`src/rtl/irq_msg_pkg.sv`:
```
// Shared constants and types for the short interrupt message sender
package irq_msg_pkg;

  // Register offsets (byte addresses)
  localparam logic [7:0] OFF_ENTRY_LO = 8'h00;
  localparam logic [7:0] OFF_ENTRY_HI = 8'h04;
  localparam logic [7:0] OFF_ARB_ID = 8'h08;
  localparam logic [7:0] OFF_CTRL = 8'h0C;
  localparam logic [7:0] OFF_STATUS = 8'h10;

  // Field positions
  localparam int VEC_LSB = 0;
  localparam int DMODE_LSB = 8;
  localparam int DESTMODE_BIT = 11;
  localparam int LEVEL_BIT = 14;
  localparam int TRIG_BIT = 15;
  localparam int DEST_LSB = 24;
  localparam int ARB_LSB = 24;
  localparam int CTRL_SEND_BIT = 0;
  localparam int CTRL_SHORT_BIT = 1;
  localparam int CTRL_SELF_BIT = 2;
  localparam int ST_BUSY_BIT = 0;
  localparam int ST_DONE_BIT = 1;
  localparam int ST_RES_LSB = 4;
  localparam int ST_TRIES_LSB = 8;

  // Reset values and identifier constants
  localparam logic [31:0] ENTRY_LO_RST = 32'h0000_0000;
  localparam logic [7:0] DEST_RST = 8'h00;
  localparam logic [3:0] ARB_ID_RST = 4'h0;
  localparam logic [3:0] ARB_ID_MAX = 4'hF;
  localparam logic [3:0] PHYS_ALL_ONES = 4'hF;

  // Bus cycle numbers
  localparam logic [5:0] CYC_START = 6'h01;
  localparam logic [5:0] CYC_ARB_FIRST = 6'h02;
  localparam logic [5:0] CYC_ARB_LAST = 6'h05;
  localparam logic [5:0] CYC_MODE_HI = 6'h06;
  localparam logic [5:0] CYC_MODE_LO = 6'h07;
  localparam logic [5:0] CYC_DATA_LAST = 6'h10;
  localparam logic [5:0] CYC_CSUM = 6'h11;
  localparam logic [5:0] CYC_STAT0 = 6'h13;
  localparam logic [5:0] CYC_STAT1 = 6'h14;
  localparam logic [5:0] CYC_SHORT_END = 6'h15;
  localparam logic [5:0] CYC_EOI_END = 6'h0E;
  localparam logic [5:0] CYC_LP_END = 6'h22;
  localparam logic [5:0] CYC_RR_END = 6'h27;

  // Delivery mode codes and wire patterns
  localparam logic [2:0] DLV_FIXED = 3'h0;
  localparam logic [2:0] DLV_LOWEST = 3'h1;
  localparam logic [2:0] DLV_REMOTE = 3'h3;
  localparam logic [1:0] WIRE_IDLE = 2'h3;
  localparam logic [1:0] WIRE_START = 2'h2;

  typedef enum logic [2:0] {RES_NONE, RES_ACCEPTED, RES_FOCUS, RES_LP_ARB, RES_ERROR} res_e;

endpackage

```
`src/rtl/bus_sampler.sv`:
```
// Synchroniser and rising-edge finder for the serial interrupt bus wires
`timescale 1ns/100ps
module bus_sampler
(
  input wire logic clk_i,
  input wire logic rst_i,
  input wire logic bus_clk_i,
  input wire logic [1:0] wire_i,
  output logic rise_o,
  output logic [1:0] wire_o
);

  logic clk_s1_q;
  logic clk_s2_q;
  logic clk_s3_q;
  logic [1:0] wire_s1_q;
  logic [1:0] wire_s2_q;

  // Two flops on every pin, a third on the clock for edge finding
  always_ff @(posedge clk_i)
  begin
    if (rst_i)
    begin
      clk_s1_q <= 1'b0;
      clk_s2_q <= 1'b0;
      clk_s3_q <= 1'b0;
      wire_s1_q <= 2'h3;
      wire_s2_q <= 2'h3;
    end
    else
    begin
      clk_s1_q <= bus_clk_i;
      clk_s2_q <= clk_s1_q;
      clk_s3_q <= clk_s2_q;
      wire_s1_q <= wire_i;
      wire_s2_q <= wire_s1_q;
    end
  end

  // Data seen with the edge share the same synchroniser delay
  assign rise_o = clk_s2_q & ~clk_s3_q;
  assign wire_o = wire_s2_q;

endmodule

```
`src/rtl/status_decode.sv`:
```
// Decoder for the two status cycles of a short message
`timescale 1ns/100ps
module status_decode
  import irq_msg_pkg::*;
(
  input wire logic [2:0] mode_i,
  input wire logic [1:0] stat0_i,
  input wire logic [1:0] stat1_i,
  output logic retry_o,
  output res_e res_o
);

  logic lowest;
  logic fixed;
  logic cs_good;

  assign lowest = (mode_i == DLV_LOWEST);
  assign fixed = (mode_i == DLV_FIXED);
  assign cs_good = (stat0_i == 2'h3);

  // Retry on checksum error, fixed 00, or lowest-priority end and retry
  assign retry_o = (stat0_i == 2'h0)
    | (cs_good & (stat1_i == 2'h0) & fixed)
    | (cs_good & (stat1_i == 2'h1) & lowest);

  // Final outcome when no retry is called for
  always_comb
  begin
    res_o = RES_ERROR;
    if (stat0_i == 2'h1 && lowest)
      res_o = RES_FOCUS;
    else if (cs_good && stat1_i == 2'h1 && !lowest)
      res_o = RES_ACCEPTED;
    else if (cs_good && stat1_i == 2'h0 && lowest)
      res_o = RES_LP_ARB;
  end

endmodule

```
`src/rtl/irq_short_sender.sv`:
```
// Sender of short interrupt messages on the two-wire serial interrupt bus
// Behaviour
// - A short message lasts 21 bus cycles including its idle cycle
// - Cycle 6 drives inverted destination mode and inverted top delivery bit
// - Cycle 7 drives the two low delivery mode bits inverted
// - Cycle 8 drives inverted level and inverted trigger mode
// - Cycles 9 to 12 drive the inverted vector, two bits each, MSB first
// - Cycles 13 to 16 drive the inverted destination, MSB first
// - Physical mode sends the identifier in cycles 15-16, cycles 13-14 high
// - Logical mode sends all eight destination bits; receivers interpret them
// - Broadcast uses physical mode, all-ones identifier; self response chosen locally
// - Checksum is sum mod 4 of all data bits, driven inverted in 17
// - Cycle 18 is a postamble with both wires released
// - A receiver with a checksum mismatch pulls 00 in cycle 19
// - After a checksum error the message is resent from arbitration
// - First status: 11 good, 00 checksum error, else error or focus
// - Second status: 1x error, 01 accepted, 00 retry only for fixed
// - Lowest priority without focus: 00 arbitration, 01 retry, 1x error
// - Arbitration identifier in bits 27:24, rotated after successful messages
// - Two open-drain wire-OR data wires plus a bus clock wire
`timescale 1ns/100ps
module irq_short_sender
  import irq_msg_pkg::*;
(
  input wire logic CLOCK_I,
  input wire logic RST_I,
  input wire logic [7:0] ADDR_I,
  input wire logic [31:0] WDATA_I,
  input wire logic WR_I,
  input wire logic RD_I,
  output logic [31:0] RDATA_O,
  input wire logic BUS_CLK_I,
  input wire logic BUS_D0_I,
  output logic BUS_D0_O,
  output logic BUS_D0_OE_O,
  input wire logic BUS_D1_I,
  output logic BUS_D1_O,
  output logic BUS_D1_OE_O,
  output logic SELF_DELIVER_O,
  output logic BUSY_O
);

  typedef enum logic [1:0] {ST_IDLE, ST_RUN, ST_OBSERVE} state_e;

  state_e state_q, state_d;
  logic [5:0] cyc_q, cyc_d;
  logic [1:0] drv_q, drv_d;
  logic [31:0] entry_lo_q, rdata_q;
  logic [7:0] dest_q, tries_q;
  logic [3:0] arb_id_q, arb_id_d, win_id_q;
  logic short_q, self_q, pending_q, done_q, snap_self_q, obs_eoi_q, self_pulse_q;
  res_e res_q, dec_res;
  logic [21:0] msg_q;
  logic [1:0] stat0_q, stat1_q;
  logic [2:0] obs_mode_q, mode_sel;

  logic rise, dec_retry, at_end, run_done, obs_done, msg_ok, lost;
  logic [1:0] smp, csum, lvl;
  logic [5:0] end_cyc;

  // Register decode
  logic wr_entry_lo, wr_entry_hi, wr_arb, wr_ctrl, wr_status, send_req, tx_dest_mode;
  logic [7:0] tx_dest;

  assign wr_entry_lo = WR_I & (ADDR_I == OFF_ENTRY_LO);
  assign wr_entry_hi = WR_I & (ADDR_I == OFF_ENTRY_HI);
  assign wr_arb = WR_I & (ADDR_I == OFF_ARB_ID);
  assign wr_ctrl = WR_I & (ADDR_I == OFF_CTRL);
  assign wr_status = WR_I & (ADDR_I == OFF_STATUS);
  assign send_req = wr_ctrl & WDATA_I[CTRL_SEND_BIT] & ~BUSY_O;

  // Bus pin synchroniser and edge finder
  bus_sampler u_sampler
  (
    .clk_i(CLOCK_I),
    .rst_i(RST_I),
    .bus_clk_i(BUS_CLK_I),
    .wire_i({BUS_D1_I, BUS_D0_I}),
    .rise_o(rise),
    .wire_o(smp)
  );

  // Status decode for our own or an observed message
  assign mode_sel = (state_q == ST_RUN) ? msg_q[20:18] : obs_mode_q;

  status_decode u_decode
  (
    .mode_i(mode_sel),
    .stat0_i(stat0_q),
    .stat1_i(stat1_q),
    .retry_o(dec_retry),
    .res_o(dec_res)
  );

  // Message image: shorthand forces physical mode and an all-ones identifier
  assign tx_dest_mode = WDATA_I[CTRL_SHORT_BIT] ? 1'b0 : entry_lo_q[DESTMODE_BIT];
  assign tx_dest = WDATA_I[CTRL_SHORT_BIT] ? {4'h0, PHYS_ALL_ONES}
    : (tx_dest_mode ? dest_q
    : {4'h0, dest_q[3:0]});

  // Checksum over the 22 data bits, kept modulo 4
  assign csum = 2'($countones(msg_q));

  // Wire level for the next cycle of our own message
  always_comb
  begin
    lvl = WIRE_IDLE;
    if (cyc_d == CYC_START)
      lvl = WIRE_START;
    else if (cyc_d >= CYC_ARB_FIRST && cyc_d <= CYC_ARB_LAST)
      lvl = {~arb_id_q[2'(CYC_ARB_LAST - cyc_d)], 1'b1};
    else if (cyc_d >= CYC_MODE_HI && cyc_d <= CYC_DATA_LAST)
      lvl = ~msg_q[5'(2 * (CYC_DATA_LAST - cyc_d)) +: 2];
    else if (cyc_d == CYC_CSUM)
      lvl = ~csum;
  end

  // Message length depends on format and on the status returned
  always_comb
  begin
    end_cyc = CYC_SHORT_END;
    if (state_q == ST_OBSERVE && obs_eoi_q)
      end_cyc = CYC_EOI_END;
    else if (state_q == ST_OBSERVE && obs_mode_q == DLV_REMOTE)
      end_cyc = CYC_RR_END;
    else if (!dec_retry && dec_res == RES_LP_ARB)
      end_cyc = CYC_LP_END;
  end

  assign at_end = rise & (cyc_q == end_cyc);
  assign run_done = at_end & (state_q == ST_RUN);
  assign obs_done = at_end & (state_q == ST_OBSERVE);
  assign msg_ok = ~dec_retry & (dec_res != RES_ERROR);

  // Arbitration loss: bus pulled low where we released it
  assign lost = rise & (state_q == ST_RUN) & (cyc_q <= CYC_ARB_LAST) & drv_q[1] & ~smp[1];

  // Bus cycle sequencing
  always_comb
  begin
    state_d = state_q;
    cyc_d = cyc_q;
    if (rise)
    begin
      unique case (state_q)
        ST_IDLE:
        begin
          if (!smp[0])
          begin
            state_d = ST_OBSERVE;
            cyc_d = CYC_ARB_FIRST;
          end
          else if (pending_q && smp == WIRE_IDLE)
          begin
            state_d = ST_RUN;
            cyc_d = CYC_START;
          end
        end
        ST_RUN, ST_OBSERVE:
        begin
          cyc_d = cyc_q + 6'h01;
          if (lost)
            state_d = ST_OBSERVE;
          if (at_end)
          begin
            state_d = ST_IDLE;
            cyc_d = 6'h00;
          end
        end
      endcase
    end
  end

  assign drv_d = (state_d == ST_RUN) ? lvl : WIRE_IDLE;

  // Sequencer state and wire drive
  always_ff @(posedge CLOCK_I)
  begin
    if (RST_I)
    begin
      state_q <= ST_IDLE;
      cyc_q <= 6'h00;
      drv_q <= WIRE_IDLE;
    end
    else if (rise)
    begin
      state_q <= state_d;
      cyc_q <= cyc_d;
      drv_q <= drv_d;
    end
  end

  // Open drain: only ever pull low, release for a high level
  assign BUS_D0_O = 1'b0;
  assign BUS_D1_O = 1'b0;
  assign BUS_D0_OE_O = ~drv_q[0];
  assign BUS_D1_OE_O = ~drv_q[1];

  // Capture of status cycles and of observed message fields
  always_ff @(posedge CLOCK_I)
  begin
    if (RST_I)
    begin
      stat0_q <= WIRE_IDLE;
      stat1_q <= WIRE_IDLE;
      obs_mode_q <= DLV_FIXED;
      obs_eoi_q <= 1'b0;
      win_id_q <= ARB_ID_RST;
    end
    else if (rise)
    begin
      if (cyc_q == CYC_STAT0)
        stat0_q <= smp;
      if (cyc_q == CYC_STAT1)
        stat1_q <= smp;
      if (state_q == ST_IDLE)
        obs_eoi_q <= ~smp[1];
      else if (lost && cyc_q == CYC_START)
        obs_eoi_q <= 1'b1;
      if (cyc_q >= CYC_ARB_FIRST && cyc_q <= CYC_ARB_LAST)
        win_id_q <= {win_id_q[2:0], ~smp[1]};
      if (cyc_q == CYC_MODE_HI)
        obs_mode_q[2] <= ~smp[0];
      if (cyc_q == CYC_MODE_LO)
        obs_mode_q[1:0] <= ~smp;
    end
  end

  // Arbitration identifier: software write, or rotation after a good message
  always_comb
  begin
    arb_id_d = arb_id_q;
    if (wr_arb)
      arb_id_d = WDATA_I[ARB_LSB +: 4];
    if (run_done && msg_ok)
      arb_id_d = ARB_ID_RST;
    else if (obs_done && msg_ok && !obs_eoi_q)
      arb_id_d = (arb_id_q == ARB_ID_MAX) ? win_id_q + 4'h1 : arb_id_q + 4'h1;
  end

  // Software-visible configuration and message snapshot
  always_ff @(posedge CLOCK_I)
  begin
    if (RST_I)
    begin
      entry_lo_q <= ENTRY_LO_RST;
      dest_q <= DEST_RST;
      arb_id_q <= ARB_ID_RST;
      short_q <= 1'b0;
      self_q <= 1'b0;
      msg_q <= 22'h000000;
      snap_self_q <= 1'b0;
    end
    else
    begin
      arb_id_q <= arb_id_d;
      if (wr_entry_lo)
        entry_lo_q <= WDATA_I;
      if (wr_entry_hi)
        dest_q <= WDATA_I[DEST_LSB +: 8];
      if (wr_ctrl)
      begin
        short_q <= WDATA_I[CTRL_SHORT_BIT];
        self_q <= WDATA_I[CTRL_SELF_BIT];
      end
      if (send_req)
      begin
        msg_q <= {tx_dest_mode, entry_lo_q[DMODE_LSB +: 3], entry_lo_q[LEVEL_BIT],
          entry_lo_q[TRIG_BIT], entry_lo_q[VEC_LSB +: 8], tx_dest};
        snap_self_q <= WDATA_I[CTRL_SHORT_BIT] & WDATA_I[CTRL_SELF_BIT];
      end
    end
  end

  // Request, completion and outcome tracking
  always_ff @(posedge CLOCK_I)
  begin
    if (RST_I)
    begin
      pending_q <= 1'b0;
      done_q <= 1'b0;
      res_q <= RES_NONE;
      tries_q <= 8'h00;
      self_pulse_q <= 1'b0;
    end
    else
    begin
      self_pulse_q <= run_done & msg_ok & snap_self_q;
      if (send_req)
      begin
        pending_q <= 1'b1;
        tries_q <= 8'h00;
        res_q <= RES_NONE;
      end
      else if (lost || (run_done && dec_retry))
        tries_q <= tries_q + 8'h01;
      else if (run_done)
      begin
        pending_q <= 1'b0;
        res_q <= dec_res;
      end
      if (run_done && !dec_retry)
        done_q <= 1'b1;
      else if (wr_status && WDATA_I[ST_DONE_BIT])
        done_q <= 1'b0;
    end
  end

  // Read data, valid in the cycle after the read strobe
  always_ff @(posedge CLOCK_I)
  begin
    if (RST_I)
      rdata_q <= 32'h0000_0000;
    else if (RD_I)
    begin
      unique case (ADDR_I)
        OFF_ENTRY_LO: rdata_q <= entry_lo_q;
        OFF_ENTRY_HI: rdata_q <= {dest_q, 24'h000000};
        OFF_ARB_ID: rdata_q <= {4'h0, arb_id_q, 24'h000000};
        OFF_CTRL: rdata_q <= {29'h0, self_q, short_q, pending_q};
        OFF_STATUS: rdata_q <= {16'h0000, tries_q, 1'b0, 3'(res_q), 2'h0, done_q, BUSY_O};
        default: rdata_q <= 32'h0000_0000;
      endcase
    end
    else
      rdata_q <= 32'h0000_0000;
  end

  assign RDATA_O = rdata_q;
  assign BUSY_O = pending_q | (state_q == ST_RUN);
  assign SELF_DELIVER_O = self_pulse_q;

endmodule

```
`config.mk`:
```
export PLATFORM = sky130hd
export DESIGN_NAME = irq_short_sender
export DESIGN_NICKNAME = d
export VERILOG_FILES = /design/src/rtl/irq_msg_pkg.sv /design/src/rtl/bus_sampler.sv /design/src/rtl/status_decode.sv /design/src/rtl/irq_short_sender.sv
export SDC_FILE = /design/constraint.sdc
export NUM_CORES = 1
export LEC_CHECK = 0
export BUFFER_PORTS_ARGS = -buffer_cell sky130_fd_sc_hd__buf_4
export CAP_MARGIN = 40
export CORE_ASPECT_RATIO = 0.8
export CORE_MARGIN = 2
export CORE_UTILIZATION = 43
export CTS_BUF_LIST = sky130_fd_sc_hd__clkbuf_8
export DETAILED_ROUTE_END_ITERATION = 7
export PLACE_DENSITY_LB_ADDON = 0.2
export RECOVER_POWER = 100
export SLEW_MARGIN = 0
export SYNTH_ARGS = -nofsm -noshare
export SYNTH_HDL_FRONTEND = slang
export SYNTH_SLANG_ARGS = --single-unit
```
`constraint.sdc`:
```
create_clock -name CLOCK_I -period 11.9 [get_ports CLOCK_I]
set_input_delay 0.595 -clock CLOCK_I [delete_from_list [all_inputs] [get_ports CLOCK_I]]
set_output_delay 0.595 -clock CLOCK_I [all_outputs]
set_load 0.01 [all_outputs]
```
---- After elaboration in Yosys (flattened, before gate mapping) ----
Index checks and enable logic that the tools add are counted.
cells by class
  magnitude comparators ................... 7
  add/subtract/negate cells ............... 27
  eq/ne operators ......................... 25
  bitwise logic cells ..................... 39
  shifts and indexed selects .............. 1
  mux-type cells .......................... 39
  reduce and logical (&&, ||, !) cells .... 44
operator list
  operator                                                            number
  one-hot mux 32 bit (5 select lines)                                 1
  two-way mux 6 bit                                                   7
  AND 1 bit                                                           23
  adder 1 x 1 -> 2 bit                                                11
  variable part select 22 x 6 -> 2 bit                                1
  adder 2 bit                                                         10
  two-way mux 2 bit                                                   10
  logical AND 1 bit                                                   19
  == test 6 x 5 -> 1 bit (second input constant)                      3
  == test 8 x 4 -> 1 bit (second input constant)                      2
  two-way mux 8 bit                                                   2
  AND reduction 2 bit                                                 8
  == test 6 x 1 -> 1 bit (second input constant)                      2
  == test 6 x 3 -> 1 bit (second input constant)                      2
  greater-or-equal comparator 6 x 2 -> 1 bit (second input constant)  2
  <= comparator 6 x 3 -> 1 bit (second input constant)                2
  two-way mux 3 bit                                                   4
  two-way mux 4 bit                                                   3
  one-hot mux 6 bit (2 select lines)                                  1
  NOT 1 bit                                                           10
  two-way mux 1 bit                                                   9
  adder 4 x 1 -> 4 bit (second input constant)                        2
  adder 8 x 1 -> 8 bit (second input constant)                        1
  == test 2 x 1 -> 1 bit (second input constant)                      4
  other kinds (26)                                                    43
storage, ports and cells
  word-level logic and storage cells ...... 209
  flip-flop bits (word level) ............. 144

---- Depth between registers and ports, before layout ----
Gate-level depths: netlist of the first run.
  word-level depth ........................ 24
  depth in mapped cells ................... 18
  gate-level depth less buffers ........... 18

---- Modules after synthesis ----
From an unflattened synthesis of the first run, not the netlist that was laid out.
second synthesis, totals
  cell total of the unflattened synthesis .. 798
  area total of the unflattened synthesis .. 6,734.0 sq um
by module, submodules not included
  module            instances  cells each  sequential area each (sq um)  area an instance (sq um)
  irq_short_sender  1          771         2,742.6                       6,457.4
  bus_sampler       1          15          140.1                         190.2
  status_decode     1          12          0.0                           86.3

---- Worst setup path before layout of the first run ----
OpenSTA, ideal clock, no wires.
  kind .................................... flip-flop to flip-flop
  from .................................... reg msg_q[0]
  to ...................................... reg drv_q[1]
  stages on the path, launching flop included .. 19
  period minus slack after synthesis ...... 4,192 ps
  path slack .............................. 7,708 ps
  data arrival time ....................... 4,061 ps
  cell sequence ........................... dfxtp_1 > inv_1 > fa_1 > inv_1 > fa_1 > fa_1 > fa_1 > inv_1 > fa_1 > inv_1 > ha_1 > xnor2_1 > xnor2_1 > xnor2_1 > xnor2_1 > nor4_1 > nand3_1 > o21ai_0 > a211oi_2
on the way
  word-level cells in the longest chain between the ends .. 11
ends and longest elaborated chain
  item                                            line                     source
  start: declaration                              irq_short_sender.sv:53   logic [21:0] msg_q;
  start signal: assignment                        irq_short_sender.sv:268  msg_q <= {tx_dest_mode, entry_lo_q[DMODE_LSB +: 3], entry_lo_q[LEVEL_BIT],
  adder 1 x 1 -> 2 bit (implied by the code)      irq_short_sender.sv:102  assign csum = 2'($countones(msg_q));
  adder 2 bit (implied by the code) (4 in a row)  irq_short_sender.sv:102
  NOT 2 bit                                       irq_short_sender.sv:115  lvl = ~csum;
  two-way mux 2 bit                               irq_short_sender.sv:114  else if (cyc_d == CYC_CSUM)
  two-way mux 2 bit                               irq_short_sender.sv:112  else if (cyc_d >= CYC_MODE_HI && cyc_d <= CYC_DATA_LAST)
  two-way mux 2 bit                               irq_short_sender.sv:110  else if (cyc_d >= CYC_ARB_FIRST && cyc_d <= CYC_ARB_LAST)
  two-way mux 2 bit                               irq_short_sender.sv:108  if (cyc_d == CYC_START)
  two-way mux 2 bit                               irq_short_sender.sv:174  assign drv_d = (state_d == ST_RUN) ? lvl : WIRE_IDLE;
  end signal: assignment                          irq_short_sender.sv:189  drv_q <= drv_d;
  end: declaration                                irq_short_sender.sv:47   logic [1:0] drv_q, drv_d;
No other way between the ends.
A chain may end at the register's enable or synchronous reset.

---- Worst setup path in the final report of the first run ----
  from .................................... reg state_q[1]
  to ...................................... reg drv_q[1]
on the way
  word-level cells in the longest chain between the ends .. 24
ends and longest elaborated chain
  item                                                                                            line                                                                      source
  start: declaration                                                                              irq_short_sender.sv:45                                                    state_e state_q, state_d;
  start signal: assignment                                                                        irq_short_sender.sv:187                                                   state_q <= state_d;
  == test 2 x 1 -> 1 bit                                                                          irq_short_sender.sv:84, irq_short_sender.sv:136, irq_short_sender.sv:145
  two-way mux 3 bit                                                                               irq_short_sender.sv:84                                                    assign mode_sel = (state_q == ST_RUN) ? msg_q[20:18] : obs_mode_q;
  == test 3 x 1 -> 1 bit                                                                          status_decode.sv:17                                                       assign lowest = (mode_i == DLV_LOWEST);
  logical AND 1 bit or logical NOT 1 bit (tied branches)                                          status_decode.sv:34, status_decode.sv:32
  two-way mux 3 bit or logical AND 1 bit (tied branches)                                          status_decode.sv:34, status_decode.sv:32
  two-way mux 3 bit                                                                               status_decode.sv:32                                                       else if (cs_good && stat1_i == 2'h1 && !lowest)
  two-way mux 3 bit                                                                               status_decode.sv:30                                                       if (stat0_i == 2'h1 && lowest)
  == test 3 x 2 -> 1 bit                                                                          irq_short_sender.sv:126                                                   else if (!dec_retry && dec_res == RES_LP_ARB)
  (+8 left out)                                                                                   --
  two-way mux 6 bit                                                                               irq_short_sender.sv:143                                                   if (rise)
  subtractor 1 x 4 -> 4 bit or subtractor 1 x 2 -> 2 bit (tied branches)                          irq_short_sender.sv:113, irq_short_sender.sv:111
  variable part select 22 x 6 -> 2 bit or binary-select mux 1 bit (select 2 bit) (tied branches)  irq_short_sender.sv:113, irq_short_sender.sv:111
  NOT 2 bit or two-way mux 1 bit (tied branches)                                                  irq_short_sender.sv:113, irq_short_sender.sv:111
  two-way mux 2 bit or NOT 1 bit (tied branches)                                                  irq_short_sender.sv:112, irq_short_sender.sv:111
  two-way mux 2 bit                                                                               irq_short_sender.sv:110
  two-way mux 2 bit                                                                               irq_short_sender.sv:108
  two-way mux 2 bit (*)                                                                           irq_short_sender.sv:174
Mark *: on every way between the ends. The rest lies on a longest branch, timed or not. The select of a mux whose other input is x is not followed.

==> results.md, run 1 <==
- Outcome: complete, but fails checks
- Violated checks: capacitance limit, slew limit
- Mapped Cells: 824
- Seq/Total Area, Yosys: 0.4148
- Fin crit share: 0.4618
- Fillcell total: 1588
- Antenna violation net count after detailed routing: 0
- GRT Util Overall: 0.2021
- Synth top area share: 0.4148
- Vias in the first global route: 5411
- Clock sinks: 144
- FFs w/ async S/R, synth: 0
- I/O Buffers: between 80 and 90
- RSZ-0062 raised after global routing: no
- Register area: 2883 µm²
- EDFF count, synth: 0
- Max cap viols: 2
- Netlist cell types: between 70 and 80
- Vias per inst: 5.329
- First-pass GRT wire length: 28320 µm
- Minimum clock period: about 5500 ps
- Die area: ~17000 µm²
- Crit-path max cell delay: 780 ps
- Critical Path AT: 5860 ps
- CTS tree: built
- Leakage: 0.002869 µW
- Global route hottest layer: met1
- Clock Pin Slew Worst Setup and Hold Paths: 90 ps
- Routed via count: 5947
- Post-CTS sizing: 0
- Cell chain of the critical path: inv_1, ha_1, mux2i_1, and3_1, a21oi_1, o221ai_1, nor3_1, o31ai_1, inv_1, ha_1, nand2b_1, a22oi_1, o211a_1, a2111oi_0, nor4_1, a211oi_2
- Final GP Congestion: between 0.8 and 0.9
- Post-synthesis register bit count: approximately 140
- Rows: 41
- Final-report setup violation count: 0
- Worst Hold Class: input port to register
- CTS Buf Count: 17
- Post-DP HPWL: 12370 µm
- Initial Util: 0.4398
- Met1 usage: 0.3053
- Cell family with most CP delay: compound AO/OA/AOI/OAI gates
- TNS Setup: 0 ps
- Largest cells by area after synthesis: dfxtp_1 41%, nand2_1 7.7%, a21oi_1 5.7%
- CP required: 12270 ps
- M2 GR Usage: 0.2842
- I/O pins: 85
- Syn_area_per_cell: 8.433 µm²
- Syn Std Cell Area: about 6900 µm²
- Slew headroom: -0.6221
- Ys flop type: dfxtp_1
- Share of cells above drive strength 1: 0.1221
- Initial antenna violation count: 0
- Die width: ~150 µm
- Postcts setup bufs: 0
- Number of hold buffers added after cts: 0
- Worst slew pin tran: 2433 ps
- Pwr per Cell Area: 115.0 nW/µm²
- Setup crit end kind: register
- Max H-tree Level: 4
- Antenna Cells: 0
- Final #Nets: approximately 960
- Placed instance count: 1084
- Core Footprint: 15800 µm²
- Number of detailed-route iterations in the first pass: 8
- Critical Path Fanout Max: 12
- GR Util met3: 0.05388
- Type of origin of the critical path: register
- Max Freq: 0.1820 GHz
- Worst skew pair latency: between 400 and 500 ps
- Wirelength per Cell: 15.54 µm
- CP Class: register to register
- CP bufs+invs: 2
- Skew final: 13.58 ps
- Slowest stage cell, crit path: o31ai_1
- Yosys warning total: 0
- # DRC: 0
- DR iter-0 viols: 478
- Synthesis-to-layout area growth: 14.03%
- Final Max Tran Viols: 109
- Worst vdd ir: 71.43 µV
- Synth area leader: dfxtp_1
- CTS Buffer Depth: 2
- Non-filler instance count after layout: 1116
- Die Y: 117.7 µm
- Fin. Hold Viols: 0
- Pin count of the biggest net entering global routing: 57
- Clk root buf: clkbuf_8
- Overall overflow remaining after global route: 0
- Multi-input logic area: 3692 µm²
- Drt total wl: 17340 µm
worst register-to-register path, stage by stage (launching register included):
cell and delay, ps:
dfxtp_1 340, inv_1 140, ha_1 300, mux2i_1 320, and3_1 310, a21oi_1 120
o221ai_1 760, nor3_1 260, o31ai_1 780, inv_1 320, ha_1 600, nand2b_1 160
a22oi_1 60, o211a_1 230, a2111oi_0 450, nor4_1 120, a211oi_2 150
sequential cells by signal, summed over array words and instances, names as in the netlist, 3 cells and up:
signal / flops
RDATA_O: 32
entry_lo_q: 32
msg_q: 22
dest_q: 8
tries_q: 8
cyc_q: 6
arb_id_q: 4
win_id_q: 4
obs_mode_q: 3
res_q: 3
cell usage after synthesis (4+ instances only):
| cell | instances |
|---|---|
| clkbuf_1 | 44 |
| and3_1 | 7 |
| a22oi_1 | 6 |
| xnor2_1 | 14 |
| nor2_1 | 74 |
| nor2b_1 | 11 |
| nand2b_1 | 9 |
| dfxtp_1 | 144 |
| nand4b_1 | 5 |
| o211ai_1 | 4 |
| ha_1 | 13 |
| nand4_1 | 4 |
| a21oi_1 | 79 |
| inv_1 | 33 |
| nand3_1 | 33 |
| or2_2 | 7 |
| nor3_1 | 22 |
| a222oi_1 | 4 |
| a211oi_1 | 11 |
| and2_1 | 16 |
| xor2_1 | 5 |
| or3_1 | 7 |
| o21ai_0 | 16 |
| a211o_1 | 5 |
| fa_1 | 10 |
| nand2_1 | 143 |
| mux2i_1 | 27 |
logic make-up after synthesis:
group / share of synthesized area
AO/OA/AOI/OAI: 0.1575
XOR/XNOR: 0.02395
adder cells (fa/ha/maj): 0.05221
buffers and inverters: 0.04699
flip-flops: 0.4148
multiplexers: 0.05563
other: 0.0005396
AND/OR/NAND/NOR: 0.2483
power breakdown:
part	total (µW)	internal, µW	leakage (µW)	switching, µW
sequential	485	483	0.00116	1.73
clock	393	185	0.000201	208
combinational	34.0	15.0	0.00151	19.0
total	911	683	0.00287	229
stage by stage:
step / worst slack, ps / instance area (µm²) / hold slack, ps / power (µW) / util
global placement: 7566 / 7707 / 400.9 / 530.2 / 0.4878
finish: 6405 / 7924 / 341.6 / 911.3 / 0.5015
detailed placement: 7486 / 7727 / 393.7 / 530.2 / 0.4891
floorplan: 7708 / 6953 / 389.5 / 513.1 / -
CTS: 7446 / 8134 / 317.5 / 922.0 / 0.5148
global route: 5953 / 7924 / 329.4 / 947.1 / 0.5015
routing by layer:
| metal | vias to the layer above | wire length (µm) |
|---|---|---|
| met2 | 199 | 7179 |
| met1 | 2745 | 8684 |
| met5 | - | 0 |
| met3 | 22 | 1277 |
| met4 | 0 | 197 |
| li1 | 2981 | - |
layout make-up:
type / count / share of cell area
clock inverters: 13 / 0.01832
inverters: 35 / 0.01658
well taps: 215 / 0.03395
repair buffers: 92 / 0.06837
flip-flops and latches: 144 / 0.3638
clock buffers: 19 / 0.03300
multi-input cells: 598 / 0.4660
worst paths after layout:
kind	from	to	slack [ps]	depth (start not counted)
max	state_q[1]$_SDFFE_PP0P_	drv_q[1]$_SDFFE_PP1P_	6410	16
min	BUS_D0_I	u_sampler.wire_s1_q[0]$_SDFF_PP1_	340	2
max reg2reg	state_q[1]$_SDFFE_PP0P_	drv_q[1]$_SDFFE_PP1P_	6410	16
min reg2reg	u_sampler.wire_s1_q[0]$_SDFF_PP1_	u_sampler.wire_o[0]$_SDFF_PP1_	430	1
layout by cell type (no fill, tap or decap), types with 4 or more instances in the layout:
cell,instances
o21ai_0,16
fa_1,10
a211o_1,5
inv_6,5
xor2_1,5
or2_2,6
nor2_1,74
a21oi_1,80
mux2i_1,27
clkbuf_8,19
nor2b_1,11
and3_1,8
or3_1,7
nand2b_1,9
buf_4,48
inv_1,34
nand3_1,33
o211ai_1,4
nand4_1,4
a211oi_1,11
nand4b_1,5
clkbuf_1,41
ha_1,13
nor3_1,23
nand2_1,143
and2_1,15
a222oi_1,4
xnor2_1,14
dfxtp_1,144
a22oi_1,6
No activity file was read; power rests on OpenSTA's default activity.
==> inputs of run 2 (changes only) <==
--- a/config.mk
+++ b/config.mk
@@ -5,6 +5,7 @@
 export SDC_FILE = /design/constraint.sdc
 export NUM_CORES = 1
 export LEC_CHECK = 0
+export ABC_AREA = 1
 export BUFFER_PORTS_ARGS = -buffer_cell sky130_fd_sc_hd__buf_4
 export CAP_MARGIN = 40
 export CORE_ASPECT_RATIO = 0.8
==> constraint.sdc (replaced) <==
create_clock -name CLOCK_I -period 4.9 [get_ports CLOCK_I]
set_input_delay 0.245 -clock CLOCK_I [delete_from_list [all_inputs] [get_ports CLOCK_I]]
set_output_delay 0.245 -clock CLOCK_I [all_outputs]
set_load 0.01 [all_outputs]
==> run 2 against run 1 <==
The flow still finishes with violations (capacitance limit, slew limit); largest power group unchanged; first-iteration DRC count shrank 0.21%; utilization up 2.0 points; routed wire length grew 11%; critical endpoint unchanged; critical path depth rose by 3.
==> results.md, run 2 <==
- Outcome: complete, but fails checks (unchanged)
- Violated checks: capacitance limit, slew limit (unchanged)
- First-pass GRT wire length: 31490 µm (was 28320 µm)
- Mapped Cells: 963 (was 824)
- Pin count of the biggest net entering global routing: 70 (was 57)
- Yosys warning total: 0 (unchanged)
- Post-synthesis register bit count: 144 (unchanged)
- Final Util: 0.5211 (was 0.5015)
- Commonest non-fill, non-tap cell in the layout: nand2_1 (was dfxtp_1)
- Commonest cells after routing, fill and taps aside: 158 x nand2_1, 144 x dfxtp_1, 124 x nor2_1 (was 144 x dfxtp_1, 143 x nand2_1, 80 x a21oi_1)
- Initial Util: 0.4451 (was 0.4398)
- Critical Path Fanout Max: 3 (was 12)
- Post-CTS sizing: 0 (unchanged)
- Overall overflow remaining after global route: 0 (unchanged)
- Cell depth of the worst hold path: 3 (was 2)
- TNS Setup: 0 ps (unchanged)
- CTS Buffer Depth: 2 (unchanged)
- CP Class: register to register (unchanged)
- Max cap viols: 1 (was 2)
- Seq/Total Area, Yosys: 0.4059 (was 0.4148)
- Synthesis-to-layout area growth: 17.07% (was 14.03%)
- I/O pins: 85 (unchanged)
- DP Area: 7865 µm² (was 7727 µm²)
- CP required: 5290 ps (was 12270 ps)
- Reg2reg path depth: 19 (was 16)
- Vias in the first global route: 6116 (was 5411)
- Routed via count: 6518 (was 5947)
- Antenna violation net count after detailed routing: 0 (unchanged)
- Crit-path most repeated cell: fa_1
- Netlist cell types: 54 (was 76)
- CP bufs+invs: 4 (was 2)
- GRT Util Overall: 0.2244 (was 0.2021)
- DR iter-0 viols: 477 (was 478)
- Vias per inst: 5.061 (was 5.329)
- Final-report setup violation count: 0 (unchanged)
- EDFF count, synth: 0 (unchanged)
- Clock sinks: 144 (unchanged)
- Clock Pin Slew Worst Setup and Hold Paths: 90 ps (about the same)
- Design Power: 2361 µW (was 911.3 µW)
- Hold wc startpoint: BUS_CLK_I (was BUS_D0_I)
- Core Footprint: 15950 µm² (was 15800 µm²)
- Largest cells by area after synthesis: dfxtp_1 41%, nand2_1 8.1%, nor2_1 6.6% (was dfxtp_1 41%, nand2_1 7.7%, a21oi_1 5.7%)
- Worst R2R End: drv_q[1]$_SDFFE_PP1P_ (unchanged)
- Cell chain of the critical path: inv_1, fa_1, inv_1, fa_1, fa_1, fa_1, inv_1, fa_1, inv_1, ha_1, xnor2_1, xor2_1, xor2_1, nor2_1, a21oi_1, nand2_1, nand2_1, nand2_1, nand2_1 (was inv_1, ha_1, mux2i_1, and3_1, a21oi_1, o221ai_1, nor3_1, o31ai_1, inv_1, ha_1, nand2b_1, a22oi_1, o211a_1, a2111oi_0, nor4_1, a211oi_2)
- Final instance area: 8314 µm² (was 7924 µm²)
- Final GP Congestion: 0.9217 (was 0.8811)
- FFs w/ async S/R, synth: 0 (unchanged)
- CTS tree: built (unchanged)
- Final #Nets: 1130 (was 958)
- Slew headroom: -0.7193 (was -0.6221)
- Rows: 41 (unchanged)
- Non-filler instance count after layout: 1288 (was 1116)
- Synth cell count leaders: 153 x nand2_1, 144 x dfxtp_1, 124 x nor2_1 (was 144 x dfxtp_1, 143 x nand2_1, 79 x a21oi_1)
- Ys flop type: dfxtp_1 (unchanged)
- Critical Path AT: 4620 ps (was 5860 ps)
- Antenna Cells: 0 (unchanged)
- RSZ-0062 raised after global routing: no (unchanged)
- Fin. Hold Viols: 0 (unchanged)
- Worst skew pair latency: 470 ps (was 450 ps)
- Pwr per Cell Area: 284.0 nW/µm² (was 115.0 nW/µm²)
- Minimum clock period: 4227 ps (was 5495 ps)
- R2r setup slk: 670 ps (was 6410 ps)
- Setup crit end kind: register (unchanged)
- Max Freq: 0.2366 GHz (was 0.1820 GHz)
- I/O Buffers: 82 (unchanged)
- Worst vdd ir: 176.4 µV (was 71.43 µV)
- Clk root buf: clkbuf_8 (unchanged)
- CTS Buf Count: 17 (unchanged)
- Synth top area share: 0.4059 (was 0.4148)
- Wirelength per Cell: 14.96 µm (was 15.54 µm)
- Fillcell total: 1572 (was 1588)
- Fin crit share: 0.8626 (was 0.4618)
- Worst slew pin tran: 2579 ps (was 2433 ps)
- Synth area leader: dfxtp_1 (unchanged)
- Die width: 147.7 µm (was 146.1 µm)
- Syn_area_per_cell: 7.375 µm² (was 8.433 µm²)
- Drt total wl: 19270 µm (was 17340 µm)
- Skew final: 21.90 ps (was 13.58 ps)
- Number of detailed-route iterations in the first pass: 5 (was 8)
- Slowest stage cell, crit path: fa_1 (was o31ai_1)
- Syn Std Cell Area: 7102 µm² (was 6949 µm²)
- Max H-tree Level: 4 (unchanged)
- Worst Hold Class: input port to register (unchanged)
- Leakage: 0.003465 µW (was 0.002869 µW)
- Placed instance count: 1232 (was 1084)
- Final Max Tran Viols: 70 (was 109)
- Die Y: 118.9 µm (was 117.7 µm)
- Type of origin of the critical path: register (unchanged)
- Initial antenna violation count: 0 (unchanged)
- Crit-path max cell delay: 550 ps (was 780 ps)
- Die area: 17570 µm² (was 17200 µm²)
- RR Startpoint: msg_q[0]$_SDFFE_PP0P_ (was state_q[1]$_SDFFE_PP0P_)
- # DRC: 0 (unchanged)
- Most common cell in the netlist: nand2_1 (was dfxtp_1)
- Share of cells above drive strength 1: 0.1146 (was 0.1221)
- Cell family with most CP delay: adder cells (was compound AO/OA/AOI/OAI gates)
- Post-DP HPWL: 14010 µm (was 12370 µm)
- Min-Delay Endpoint: u_sampler.clk_s1_q$_SDFF_PP0_ (was u_sampler.wire_s1_q[0]$_SDFF_PP1_)
-- run 2: cell types whose count changed in the layout (fill, tap and decap cells not counted), sizes merged, moves of 9 or more --
cell / delta
nand4: +17
nand2b: -9
nor2b: -11
nand2: +33
and2: -16
inv: +93
a31oi: +10
nor2: +53
dlygate4sd3: +24
nand3: +21
mux2i: -27
o21ai: +64
-- run 2: where the power goes --
group / leakage (µW) / switching [µW] / total, µW / internal (µW)
clock: 0.000195 / 558 / 944 / 386
combinational: 0.00211 / 140 / 228 / 88.1
sequential: 0.00116 / 10.8 / 1190 / 1180
-- run 2: worst max-delay path by stage --
stage                       startpoint                     to  slack (ps)  cells past startpoint
3_5_place_dp     msg_q[0]$_SDFFE_PP0P_  drv_q[1]$_SDFFE_PP1P_         730                     19
5_1_grt        state_q[1]$_SDFFE_PP0P_  drv_q[1]$_SDFFE_PP1P_         320                     26
3_3_place_gp     msg_q[0]$_SDFFE_PP0P_  drv_q[1]$_SDFFE_PP1P_         770                     19
6_report         msg_q[0]$_SDFFE_PP0P_  drv_q[1]$_SDFFE_PP1P_         670                     19
4_1_cts          msg_q[0]$_SDFFE_PP0P_  drv_q[1]$_SDFFE_PP1P_         680                     19
2_1_floorplan    msg_q[0]$_SDFFE_PP0P_  drv_q[1]$_SDFFE_PP1P_         890                     19
-- run 2: layout make-up --
class	instances	area, µm²	area share
clock inverters	15	158.9	0.01911
repair buffers	115	784.5	0.09436
inverters	125	471.7	0.05673
multi-input cells	657	3513	0.4226
well taps	215	269.0	0.03236
flip-flops and latches	144	2883	0.3467
clock buffers	17	234.0	0.02814
-- run 2: timing repair --
| action | in CTS | in global routing |
|---|---|---|
| hold buffers | 24 | 0 |
| endpoints found under the hold margin | 24 | 0 |
| setup buffers | 0 | 0 |
-- run 2: worst reg2reg max path, cell delays in order (launching register included) --
cell and delay [ps]:
dfxtp_1 320, inv_1 70, fa_1 530, inv_1 50, fa_1 550, fa_1 450, fa_1 510, inv_1 50
fa_1 470, inv_1 40, ha_1 180, xnor2_1 180, xor2_1 210, xor2_1 160, nor2_1 60, a21oi_1 120
nand2_1 70, nand2_1 50, nand2_1 40, nand2_1 50
-- run 2: kinds of logic (layout without fill, tap and decap cells) --
| group | Yosys count | count (layout) | synth area share |
|---|---|---|---|
| xor+xnor | 19 | 19 | 0.02343 |
| other cells | 1 | 2 | 0.0005280 |
| flops | 144 | 144 | 0.4059 |
| compound gates | 192 | 192 | 0.1510 |
| fa+ha+maj | 23 | 23 | 0.05109 |
| simple gates | 421 | 421 | 0.2724 |
| buf+inv | 163 | 272 | 0.09566 |
-- run 2: metal layers --
metal	track usage	vias up	part of all wire
met5	0	-	0
met4	0.06070	0	0.012
met3	0.04981	21	0.057
met2	0.3265	176	0.43
met1	0.3327	2992	0.51
li1	-	3329	-
-- run 2: through the flow --
stage	setup slack, ps	hold WS, ps
detailed placement	726.6	398.0
floorplan	892.0	348.8
finish	673.1	1.405
global route	316.9	1.644
global placement	770.9	401.9
CTS	682.2	0.6672
